`config.mk`:
```
export PLATFORM = sky130hd
export DESIGN_NAME = asgp_port
export DESIGN_NICKNAME = d
export VERILOG_FILES = /design/src/asgp_pkg.sv /design/src/asgp_port.sv /design/src/asgp_sync.sv
export VERILOG_INCLUDE_DIRS = /design/src
export SDC_FILE = /design/constraint.sdc
export NUM_CORES = 1
export LEC_CHECK = 0
export ABC_AREA = 1
export BUFFER_PORTS_ARGS = -buffer_cell sky130_fd_sc_hd__buf_2
export CAP_MARGIN = 20
export CORE_MARGIN = 4
export CORE_UTILIZATION = 40
export DETAILED_ROUTE_END_ITERATION = 8
export PLACE_DENSITY = 0.61
export SETUP_SLACK_MARGIN = 0.02
export SYNTH_ARGS = -nofsm -noshare
export SYNTH_HDL_FRONTEND = slang
export SYNTH_SLANG_ARGS = --single-unit
```
`constraint.sdc`:
```
create_clock -name sys_clk -period 1.85 [get_ports sys_clk]
set_clock_uncertainty 0.2 [all_clocks]
set_input_delay 0.0925 -clock sys_clk [delete_from_list [all_inputs] [get_ports sys_clk]]
set_output_delay 0.0925 -clock sys_clk [all_outputs]
set_load 0.01 [all_outputs]
```
`src/asgp_defines.svh`:
```
// constants for the analog-shared six-bit gpio port: offsets, fields, resets, timing
// assumes byte-wide plain register port, 10-bit address, 200 MHz bus clock
//
// Contract
// - pin is digital gpio unless analog-claimed
// - output pin drives its data register bit
// - data read returns register bit when output
// - data read returns synced pin when input, zero when input disabled
// - input register returns synced pin if enabled
// - input register reads one when input disabled
// - input register read-only, writes ignored
// - direction one means output, zero input
// - pull active when enabled and pin input
// - pull enable ignored on output pins
// - polarity one pulldown rising, zero pullup falling
// - irq enable zero masks flag request
// - edges detected in any pin mode
// - stop wakeup only from enabled edges
// - valid selected edge sets pin flag
// - write one clears flag, zero keeps
// - reads may lag direction change three cycles
`ifndef ASGP_DEFINES_SVH
`define ASGP_DEFINES_SVH
`define ASGP_WIDTH        6
`define ASGP_ADDR_W       10
`define ASGP_OFF_DATA     10'h271
`define ASGP_OFF_INPUT    10'h272
`define ASGP_OFF_DIR      10'h273
`define ASGP_OFF_PULL     10'h274
`define ASGP_OFF_POL      10'h275
`define ASGP_OFF_IRQ_EN   10'h27D
`define ASGP_OFF_IRQ_FLAG 10'h27F
`define ASGP_RST_REG      6'h00
`define ASGP_SYNC_STAGES  2
`endif

```
`src/asgp_pkg.sv`:
```
// types for the analog-shared gpio port
// assumes asgp_defines.svh for the widths
`include "asgp_defines.svh"
package asgp_pkg;
  typedef logic [`ASGP_WIDTH-1:0] asgp_bits_t;
  typedef struct packed {
    asgp_bits_t out;
    asgp_bits_t oe;
    asgp_bits_t pull_en;
    asgp_bits_t pull_up;
  } asgp_pad_t;
  typedef enum logic [1:0] {ASGP_RUN, ASGP_STOP, ASGP_WAKE} asgp_pwr_t;
endpackage : asgp_pkg

```
`src/asgp_port.sv`:
```
// analog-shared six-bit gpio port with pin edge interrupts and stop wakeup
// assumes the converter supplies its digital-input enables and analog claims
//
// Implementation choice: the address-and-strobe port.
`timescale 1ns/100ps
`include "asgp_defines.svh"
module asgp_port (
  input  wire logic                    sys_clk,
  input  wire logic                    rst,
  input  wire logic                    clk_en,
  input  wire logic [`ASGP_ADDR_W-1:0] reg_addr,
  input  wire logic [7:0]              reg_wdata,
  input  wire logic                    reg_wr,
  input  wire logic                    reg_rd,
  output logic [7:0]                   reg_rdata,
  input  wire asgp_pkg::asgp_bits_t    pad_in,
  output asgp_pkg::asgp_pad_t          pad_ctl,
  input  wire asgp_pkg::asgp_bits_t    converter_digital_input_enable,
  input  wire asgp_pkg::asgp_bits_t    analog_channel_input,
  input  wire logic                    stop_mode,
  output logic                         wake_osc,
  output logic                         irq
);
  asgp_pkg::asgp_bits_t port_output_data_reg;
  asgp_pkg::asgp_bits_t port_direction_reg;
  asgp_pkg::asgp_bits_t pull_device_enable_reg;
  asgp_pkg::asgp_bits_t pull_and_edge_polarity_reg;
  asgp_pkg::asgp_bits_t pin_irq_enable_reg;
  asgp_pkg::asgp_bits_t pin_irq_flag_reg;
  asgp_pkg::asgp_bits_t pin_sync;
  asgp_pkg::asgp_bits_t pin_prev_reg;
  asgp_pkg::asgp_bits_t edge_hit;
  asgp_pkg::asgp_bits_t data_view;
  asgp_pkg::asgp_bits_t input_view;
  asgp_pkg::asgp_bits_t digital_en;
  asgp_pkg::asgp_pwr_t  pwr_reg;
  logic [7:0]           rdata_next;

  function automatic logic wr_hit(input logic [`ASGP_ADDR_W-1:0] off);
    wr_hit = reg_wr && (reg_addr == off);
  endfunction : wr_hit

  asgp_sync u_sync (
    .sys_clk  (sys_clk),
    .rst      (rst),
    .clk_en   (clk_en),
    .async_in (pad_in),
    .sync_out (pin_sync)
  );

  // analog-claimed pins read as no digital input in the data and input registers; edge detection still sees them
  assign digital_en = converter_digital_input_enable & ~analog_channel_input;

  // data read source follows direction; input register masks disabled bits to one
  assign data_view  = (port_direction_reg & port_output_data_reg) |
                      (~port_direction_reg & digital_en & pin_sync);
  assign input_view = (digital_en & pin_sync) | ~digital_en;

  // active edge per polarity, regardless of direction or usage
  assign edge_hit = (pull_and_edge_polarity_reg & pin_sync & ~pin_prev_reg) |
                    (~pull_and_edge_polarity_reg & ~pin_sync & pin_prev_reg);

  always_ff @(posedge sys_clk) begin
    if (rst) begin
      port_output_data_reg       <= `ASGP_RST_REG;
      port_direction_reg         <= `ASGP_RST_REG;
      pull_device_enable_reg     <= `ASGP_RST_REG;
      pull_and_edge_polarity_reg <= `ASGP_RST_REG;
      pin_irq_enable_reg         <= `ASGP_RST_REG;
    end else if (clk_en) begin
      if (wr_hit(`ASGP_OFF_DATA))
        port_output_data_reg <= reg_wdata[`ASGP_WIDTH-1:0];
      if (wr_hit(`ASGP_OFF_DIR))
        port_direction_reg <= reg_wdata[`ASGP_WIDTH-1:0];
      if (wr_hit(`ASGP_OFF_PULL))
        pull_device_enable_reg <= reg_wdata[`ASGP_WIDTH-1:0];
      if (wr_hit(`ASGP_OFF_POL))
        pull_and_edge_polarity_reg <= reg_wdata[`ASGP_WIDTH-1:0];
      if (wr_hit(`ASGP_OFF_IRQ_EN))
        pin_irq_enable_reg <= reg_wdata[`ASGP_WIDTH-1:0];
      // input register offset decodes to nothing on write
    end
  end

  always_ff @(posedge sys_clk) begin
    if (rst) begin
      pin_prev_reg <= `ASGP_RST_REG;
    end else if (clk_en) begin
      pin_prev_reg <= pin_sync;
    end
  end

  // set wins over a write-one clear in the same cycle
  always_ff @(posedge sys_clk) begin
    if (rst) begin
      pin_irq_flag_reg <= `ASGP_RST_REG;
    end else if (clk_en) begin
      if (wr_hit(`ASGP_OFF_IRQ_FLAG))
        pin_irq_flag_reg <= (pin_irq_flag_reg & ~reg_wdata[`ASGP_WIDTH-1:0]) | edge_hit;
      else
        pin_irq_flag_reg <= pin_irq_flag_reg | edge_hit;
    end
  end

  always_ff @(posedge sys_clk) begin
    if (rst) begin
      irq <= 1'b0;
    end else if (clk_en) begin
      irq <= |(pin_irq_flag_reg & pin_irq_enable_reg);
    end
  end

  // stop tracking: only an enabled edge requests the rc oscillator; dropping stop_mode also leaves stop
  always_ff @(posedge sys_clk) begin
    if (rst) begin
      pwr_reg  <= asgp_pkg::ASGP_RUN;
      wake_osc <= 1'b0;
    end else if (clk_en) begin
      unique case (pwr_reg)
        asgp_pkg::ASGP_RUN: begin
          wake_osc <= 1'b0;
          if (stop_mode)
            pwr_reg <= asgp_pkg::ASGP_STOP;
        end
        asgp_pkg::ASGP_STOP: begin
          if (|(edge_hit & pin_irq_enable_reg)) begin
            pwr_reg  <= asgp_pkg::ASGP_WAKE;
            wake_osc <= 1'b1;
          end else if (!stop_mode) begin
            pwr_reg <= asgp_pkg::ASGP_RUN;
          end
        end
        asgp_pkg::ASGP_WAKE: begin
          if (!stop_mode) begin
            pwr_reg  <= asgp_pkg::ASGP_RUN;
            wake_osc <= 1'b0;
          end
        end
        default: begin
          pwr_reg  <= asgp_pkg::ASGP_RUN;
          wake_osc <= 1'b0;
        end
      endcase
    end
  end

  // pad control: output drive, pull only on inputs
  always_ff @(posedge sys_clk) begin
    if (rst) begin
      pad_ctl <= '0;
    end else if (clk_en) begin
      pad_ctl.oe      <= port_direction_reg & ~analog_channel_input;
      pad_ctl.out     <= port_output_data_reg;
      pad_ctl.pull_en <= pull_device_enable_reg & ~port_direction_reg;
      pad_ctl.pull_up <= ~pull_and_edge_polarity_reg;
    end
  end

  always_comb begin
    rdata_next = 8'h00;
    unique case (reg_addr)
      `ASGP_OFF_DATA:     rdata_next[`ASGP_WIDTH-1:0] = data_view;
      `ASGP_OFF_INPUT:    rdata_next[`ASGP_WIDTH-1:0] = input_view;
      `ASGP_OFF_DIR:      rdata_next[`ASGP_WIDTH-1:0] = port_direction_reg;
      `ASGP_OFF_PULL:     rdata_next[`ASGP_WIDTH-1:0] = pull_device_enable_reg;
      `ASGP_OFF_POL:      rdata_next[`ASGP_WIDTH-1:0] = pull_and_edge_polarity_reg;
      `ASGP_OFF_IRQ_EN:   rdata_next[`ASGP_WIDTH-1:0] = pin_irq_enable_reg;
      `ASGP_OFF_IRQ_FLAG: rdata_next[`ASGP_WIDTH-1:0] = pin_irq_flag_reg;
      default:            rdata_next = 8'h00;
    endcase
  end

  always_ff @(posedge sys_clk) begin
    if (rst) begin
      reg_rdata <= 8'h00;
    end else if (clk_en) begin
      reg_rdata <= reg_rd ? rdata_next : 8'h00;
    end
  end

  // assertions
  output_drive_a: assert property (@(posedge sys_clk) disable iff (rst)
    clk_en && port_direction_reg[0] && !analog_channel_input[0] |=> pad_ctl.oe[0])
    else $error("output pin not enabled");
  out_value_a: assert property (@(posedge sys_clk) disable iff (rst)
    clk_en |=> pad_ctl.out == $past(port_output_data_reg))
    else $error("pad output mismatches data register");
  pull_gate_a: assert property (@(posedge sys_clk) disable iff (rst)
    clk_en && port_direction_reg[0] |=> !pad_ctl.pull_en[0])
    else $error("pull active on output pin");
  data_read_a: assert property (@(posedge sys_clk) disable iff (rst)
    clk_en && reg_rd && reg_addr == `ASGP_OFF_DATA && port_direction_reg[0]
    |=> reg_rdata[0] == $past(port_output_data_reg[0]))
    else $error("data read wrong for output pin");
  input_one_a: assert property (@(posedge sys_clk) disable iff (rst)
    clk_en && reg_rd && reg_addr == `ASGP_OFF_INPUT && !digital_en[1] |=> reg_rdata[1])
    else $error("disabled input bit not read as one");
  flag_set_a: assert property (@(posedge sys_clk) disable iff (rst)
    clk_en && edge_hit[0] |=> pin_irq_flag_reg[0])
    else $error("edge did not set flag");
  flag_hold_a: assert property (@(posedge sys_clk) disable iff (rst)
    clk_en && pin_irq_flag_reg[2] && !edge_hit[2] && wr_hit(`ASGP_OFF_IRQ_FLAG) && !reg_wdata[2]
    |=> pin_irq_flag_reg[2])
    else $error("writing zero cleared flag");
  irq_mask_a: assert property (@(posedge sys_clk) disable iff (rst)
    clk_en && (pin_irq_flag_reg & pin_irq_enable_reg) == '0 |=> !irq)
    else $error("masked flag raised request");
  wake_gate_a: assert property (@(posedge sys_clk) disable iff (rst)
    clk_en && pwr_reg == asgp_pkg::ASGP_STOP && (edge_hit & pin_irq_enable_reg) == '0
    |=> !wake_osc)
    else $error("wakeup without enabled edge");

  // analog claim and direction
  analog_claim_a: assert property (@(posedge sys_clk) disable iff (rst)
    clk_en && analog_channel_input[1]
    |=> !pad_ctl.oe[1])
    else $error("analog pin drives output");
  analog_input_a: assert property (@(posedge sys_clk) disable iff (rst)
    analog_channel_input[2]
    |-> !digital_en[2])
    else $error("analog pin keeps digital input");
  oe_analog_all_a: assert property (@(posedge sys_clk) disable iff (rst)
    clk_en
    |=> (pad_ctl.oe & $past(analog_channel_input)) == '0)
    else $error("output enabled on analog pin");
  input_oe_a: assert property (@(posedge sys_clk) disable iff (rst)
    clk_en && !port_direction_reg[3]
    |=> !pad_ctl.oe[3])
    else $error("input pin drives output");
  out_drive_hi_a: assert property (@(posedge sys_clk) disable iff (rst)
    clk_en && port_direction_reg[5] && !analog_channel_input[5]
    |=> pad_ctl.oe[5] && pad_ctl.out[5] == $past(port_output_data_reg[5]))
    else $error("output pin value wrong");
  dir_read_a: assert property (@(posedge sys_clk) disable iff (rst)
    clk_en && reg_rd && reg_addr == `ASGP_OFF_DIR
    |=> reg_rdata[5:0] == $past(port_direction_reg))
    else $error("direction read wrong");

  // register reads
  data_read_in_a: assert property (@(posedge sys_clk) disable iff (rst)
    clk_en && reg_rd && reg_addr == `ASGP_OFF_DATA && !port_direction_reg[1] && digital_en[1]
    |=> reg_rdata[1] == $past(pin_sync[1]))
    else $error("data read wrong for input pin");
  data_read_off_a: assert property (@(posedge sys_clk) disable iff (rst)
    clk_en && reg_rd && reg_addr == `ASGP_OFF_DATA && !port_direction_reg[2] && !digital_en[2]
    |=> !reg_rdata[2])
    else $error("data read of disabled input not zero");
  input_read_a: assert property (@(posedge sys_clk) disable iff (rst)
    clk_en && reg_rd && reg_addr == `ASGP_OFF_INPUT && digital_en[4]
    |=> reg_rdata[4] == $past(pin_sync[4]))
    else $error("input read wrong for enabled pin");
  input_dis_all_a: assert property (@(posedge sys_clk) disable iff (rst)
    clk_en && reg_rd && reg_addr == `ASGP_OFF_INPUT
    |=> (~$past(digital_en) & ~reg_rdata[5:0]) == '0)
    else $error("disabled input bits not read as one");
  input_wr_a: assert property (@(posedge sys_clk) disable iff (rst)
    clk_en && wr_hit(`ASGP_OFF_INPUT)
    |=> port_output_data_reg == $past(port_output_data_reg)
        && port_direction_reg == $past(port_direction_reg)
        && pull_device_enable_reg == $past(pull_device_enable_reg)
        && pull_and_edge_polarity_reg == $past(pull_and_edge_polarity_reg)
        && pin_irq_enable_reg == $past(pin_irq_enable_reg))
    else $error("input register write changed state");
  read_idle_a: assert property (@(posedge sys_clk) disable iff (rst)
    clk_en && !reg_rd
    |=> reg_rdata == 8'h00)
    else $error("read data without read strobe");
  read_top_a: assert property (@(posedge sys_clk) disable iff (rst)
    clk_en
    |=> reg_rdata[7:6] == 2'h0)
    else $error("unused read bits set");
  en_read_a: assert property (@(posedge sys_clk) disable iff (rst)
    clk_en && reg_rd && reg_addr == `ASGP_OFF_IRQ_EN
    |=> reg_rdata[5:0] == $past(pin_irq_enable_reg))
    else $error("irq enable read wrong");
  flag_read_a: assert property (@(posedge sys_clk) disable iff (rst)
    clk_en && reg_rd && reg_addr == `ASGP_OFF_IRQ_FLAG
    |=> reg_rdata[5:0] == $past(pin_irq_flag_reg))
    else $error("flag read wrong");

  // pull devices
  pull_on_a: assert property (@(posedge sys_clk) disable iff (rst)
    clk_en && pull_device_enable_reg[4] && !port_direction_reg[4]
    |=> pad_ctl.pull_en[4])
    else $error("pull not active on input");
  pull_off_a: assert property (@(posedge sys_clk) disable iff (rst)
    clk_en && !pull_device_enable_reg[0]
    |=> !pad_ctl.pull_en[0])
    else $error("pull active while disabled");
  pull_out_all_a: assert property (@(posedge sys_clk) disable iff (rst)
    clk_en
    |=> (pad_ctl.pull_en & $past(port_direction_reg)) == '0)
    else $error("pull active on an output");
  pull_pol_a: assert property (@(posedge sys_clk) disable iff (rst)
    clk_en
    |=> pad_ctl.pull_up == ~$past(pull_and_edge_polarity_reg))
    else $error("pull polarity wrong");

  // edges and flags
  rise_edge_a: assert property (@(posedge sys_clk) disable iff (rst)
    pull_and_edge_polarity_reg[3] && pin_sync[3] && !pin_prev_reg[3]
    |-> edge_hit[3])
    else $error("rising edge missed");
  fall_edge_a: assert property (@(posedge sys_clk) disable iff (rst)
    !pull_and_edge_polarity_reg[3] && !pin_sync[3] && pin_prev_reg[3]
    |-> edge_hit[3])
    else $error("falling edge missed");
  no_edge_a: assert property (@(posedge sys_clk) disable iff (rst)
    pin_sync[5] == pin_prev_reg[5]
    |-> !edge_hit[5])
    else $error("edge without pin change");
  flag_quiet_a: assert property (@(posedge sys_clk) disable iff (rst)
    clk_en && !pin_irq_flag_reg[1] && !edge_hit[1]
    |=> !pin_irq_flag_reg[1])
    else $error("flag set without edge");
  flag_clear_a: assert property (@(posedge sys_clk) disable iff (rst)
    clk_en && wr_hit(`ASGP_OFF_IRQ_FLAG) && reg_wdata[3] && !edge_hit[3]
    |=> !pin_irq_flag_reg[3])
    else $error("write one did not clear flag");
  flag_set_wins_a: assert property (@(posedge sys_clk) disable iff (rst)
    clk_en && wr_hit(`ASGP_OFF_IRQ_FLAG) && reg_wdata[0] && edge_hit[0]
    |=> pin_irq_flag_reg[0])
    else $error("clear beat a new edge");
  edge_out_a: assert property (@(posedge sys_clk) disable iff (rst)
    clk_en && port_direction_reg[4] && edge_hit[4]
    |=> pin_irq_flag_reg[4])
    else $error("edge on output pin lost");

  // synchronisation, request and freeze
  sync_delay_a: assert property (@(posedge sys_clk) disable iff (rst)
    clk_en ##1 clk_en
    |=> pin_sync == $past(pad_in, 2))
    else $error("pin synchroniser delay wrong");
  prev_track_a: assert property (@(posedge sys_clk) disable iff (rst)
    clk_en
    |=> pin_prev_reg == $past(pin_sync))
    else $error("edge history wrong");
  irq_raise_a: assert property (@(posedge sys_clk) disable iff (rst)
    clk_en && (pin_irq_flag_reg & pin_irq_enable_reg) != '0
    |=> irq)
    else $error("enabled flag raised no request");
  freeze_a: assert property (@(posedge sys_clk) disable iff (rst)
    !clk_en
    |=> $stable(pin_irq_flag_reg) && $stable(port_direction_reg)
        && $stable(reg_rdata) && $stable(irq))
    else $error("state moved while frozen");

  // stop and wakeup
  wake_run_a: assert property (@(posedge sys_clk) disable iff (rst)
    clk_en && pwr_reg == asgp_pkg::ASGP_RUN
    |=> !wake_osc)
    else $error("wakeup outside stop");
  wake_set_a: assert property (@(posedge sys_clk) disable iff (rst)
    clk_en && pwr_reg == asgp_pkg::ASGP_STOP && (edge_hit & pin_irq_enable_reg) != '0
    |=> wake_osc)
    else $error("enabled edge did not wake");
  wake_hold_a: assert property (@(posedge sys_clk) disable iff (rst)
    clk_en && pwr_reg == asgp_pkg::ASGP_WAKE && stop_mode
    |=> wake_osc)
    else $error("wakeup request dropped in stop");

  cov_irq_c: cover property (@(posedge sys_clk) disable iff (rst) $rose(irq));
  cov_wake_c: cover property (@(posedge sys_clk) disable iff (rst) $rose(wake_osc));
  cov_clear_c: cover property (@(posedge sys_clk) disable iff (rst)
    wr_hit(`ASGP_OFF_IRQ_FLAG) && |pin_irq_flag_reg);
  cov_out_edge_c: cover property (@(posedge sys_clk) disable iff (rst)
    clk_en && |(port_direction_reg & edge_hit));
  cov_in_dis_c: cover property (@(posedge sys_clk) disable iff (rst)
    clk_en && reg_rd && reg_addr == `ASGP_OFF_INPUT && digital_en != '1);
endmodule : asgp_port

```
`src/asgp_sync.sv`:
```
// two-flop synchroniser for the pad input levels
// assumes pads are asynchronous to sys_clk
`timescale 1ns/100ps
`include "asgp_defines.svh"
module asgp_sync (
  input  wire logic                   sys_clk,
  input  wire logic                   rst,
  input  wire logic                   clk_en,
  input  wire asgp_pkg::asgp_bits_t   async_in,
  output asgp_pkg::asgp_bits_t        sync_out
);
  asgp_pkg::asgp_bits_t meta_reg;
  asgp_pkg::asgp_bits_t sync_reg;
  always_ff @(posedge sys_clk) begin
    if (rst) begin
      meta_reg <= `ASGP_RST_REG;
      sync_reg <= `ASGP_RST_REG;
    end else if (clk_en) begin
      meta_reg <= async_in;
      sync_reg <= meta_reg;
    end
  end
  assign sync_out = sync_reg;
endmodule : asgp_sync

```
==> flow_summary.ini <==
[placement]
place.port_buffers = 71
place_inst = 778
gp_congestion = 0.868
place_hpwl_um = 8980

[clocking]
insertion_delay_ps = 370
cts.sinks = 88
cts_buffer_depth = 2
postCtsSetupRepairBufs = 0
htreeDepth = 3
cts_tree = done
clk_pin_slew_ps = 110
cts_buffers = 9
clock-root-buffer = clkbuf_8

[detailed_routing]
dr.pass1.iters = 5
wl_per_cell_um = 15.0
ant_nets = 0
viasPerCell = 5.12
initialDrtViolationCount = 299
drc = 0
wl_um = 12300
route.vias.total = 4191

[synthesis]
synth_edf_count = 0
ys_seq_area_frac = 0.426
avgSynthCellArea_um2 = 7.02
ys_ff_latch = 88
async_reset_ff_frac = 0
synth.cell_area_um2 = 4130
netlist_instances = 589
synthDistinctLibCells = 27
yosys_warnings = 0
synth_flop_cell = dfxtp_1

[worst_setup_path]
crit_required_ps = 1970
end_kind = flop
slowest_delay_ps = 560
path_max_fanout = 4
reg2reg_from = port_direction_reg[0]
startpoint_type = flop
crit_start = port_direction_reg[0]
cp_cell_sequence = inv_1, nor3_1, a21oi_1, nor2_1, dlygate4sd3_1
path_class = flop to flop
crit_arrival_ps = 1730
slowest_stage = dlygate4sd3_1

[layout]
layout.cells.non_filler = 818
largest_reg_flops = 24
area_growth_pct = 23.7
drive_gt1_frac = 0.191
nFillCells = 1033
fin_nets = 722
n_antenna_cell = 0
largest-register = pad_ctl

[power_and_ir_drop]
power_density_nw_per_um2 = 756
ir_drop_uv = 443
p_leak_nw = 2.31

[sta]
fmax_ghz = 0.621
hold_viol = 0
setup_viol = 0
slew_violations = 0
setup_tns_ps = 0
finalCritPeriodShare = 0.871
rsz0062_at_grt = no
min_period_ps = 1610

[hold_path]
hold_path_startpoint = clk_en
hold_class = input port to flop

[global_route]
grt_overflow = 0
grt_max_degree = 38
grt_pass1_wl_um = 19600
track_usage = 0.210
antenna_found_initial = 0
grt_pass1_vias = 3867

[floorplanning]
fp-row-count = 36
die_y_um = 110
initial_utilization = 0.417
die_area_um2 = 12000
io_pins = 76
core-area_um2 = 9910
die_w_um = 110

[run]
drv_cap = 0

[run_status]
status = complete, no violations
==> final timing paths <==
| check | to | slack, ps | depth (start not counted) |
|---|---|---|---|
| max | pad_ctl[12] | 240 | 5 |
| min | pin_prev_reg[4] | 30 | 3 |
| max reg2reg | pad_ctl[12] | 240 | 5 |
| min reg2reg | wake_osc | 250 | 2 |
==> where the power goes <==
part	leakage [nW]	switching (mW)	internal, mW
Clock	0.105	0.747	0.680
Combinational	1.49	0.265	0.175
Sequential	0.719	0.0391	1.96
Total	2.31	1.05	2.81
==> layout make-up <==
cell class,instances,area (um2),share of cell area
clock buffers,10,138,0.0269
clock inverters,6,80.1,0.0157
inverters,53,203,0.0397
multi-input cells,418,2000,0.392
flip-flops and latches,88,1760,0.345
well taps,133,166,0.0326
repair buffers,110,758,0.148
==> cell usage after synthesis (2+ instances only) <==
master	number	area, um2
buf_6	4	45.0
nor2_1	75	282
nand4_1	19	119
buf_2	8	40.0
nand3_2	2	20.0
a21oi_1	79	395
nand2_2	3	18.8
clkbuf_1	15	56.3
nor3_1	4	20.0
inv_1	44	165
o21a_1	3	22.5
buf_4	4	30.0
o21ai_0	77	385
nor2_4	8	90.1
inv_2	8	30.0
dfxtp_1	88	1760
nor2_2	6	37.5
nand2_1	86	323
nand3_1	38	190
o21ai_1	11	55.1
==> through the flow <==
stage | power, mW | instance area, um2 | hold slack (ps) | setup slack (ps) | utilization
after floorplan | 2.27 | 4140 | 27.4 | 601 | -
after global placement | 2.43 | 4650 | 118 | 256 | 0.469
after detailed placement | 2.44 | 4650 | 121 | 224 | 0.469
after CTS | 3.88 | 5110 | 19.9 | 115 | 0.515
after global routing | 4.04 | 5110 | 36.1 | 92.4 | 0.516
final | 3.86 | 5110 | 32.4 | 239 | 0.516
==> worst max-delay path: cells and delay by family, from the launching register on <==
family,cells,cell delay [ps]
and+or+nand+nor,2,250
AOI/OAI and AO/OA,1,60
buffers and inverters,2,670
DFF,1,400
==> layer usage <==
layer | up-vias | wire, um | GRT usage
met5 | - | 0 | 0
met4 | 0 | 226 | 0.0659
met3 | 15 | 643 | 0.0399
met2 | 113 | 5470 | 0.322
met1 | 1917 | 5940 | 0.297
li1 | 2146 | - | -
==> cell usage in the layout (no fill, tap or decap), types with 19 or more instances in the layout <==
| master | synthesis | final |
|---|---|---|
| a21oi_1 | 79 | 79 |
| buf_2 | 8 | 71 |
| dfxtp_1 | 88 | 88 |
| dlygate4sd3_1 | 0 | 24 |
| inv_1 | 44 | 44 |
| nand2_1 | 86 | 86 |
| nand3_1 | 38 | 38 |
| nand4_1 | 19 | 19 |
| nor2_1 | 75 | 75 |
| o21ai_0 | 77 | 77 |
==> cell families after synthesis <==
group / count (synthesis) / share of synthesized area
simple gates: 243 / 0.269
compound gates: 173 / 0.214
flops: 88 / 0.426
buf+inv: 84 / 0.0896
other cells: 1 / 0.000907
==> what timing repair did <==
item,in CTS,in global routing
setup endpoints to repair,0,23
gates resized for setup,0,1
hold buffers,24,0
endpoints found under the hold margin,56,0
(Power assumes the default switching activity.)
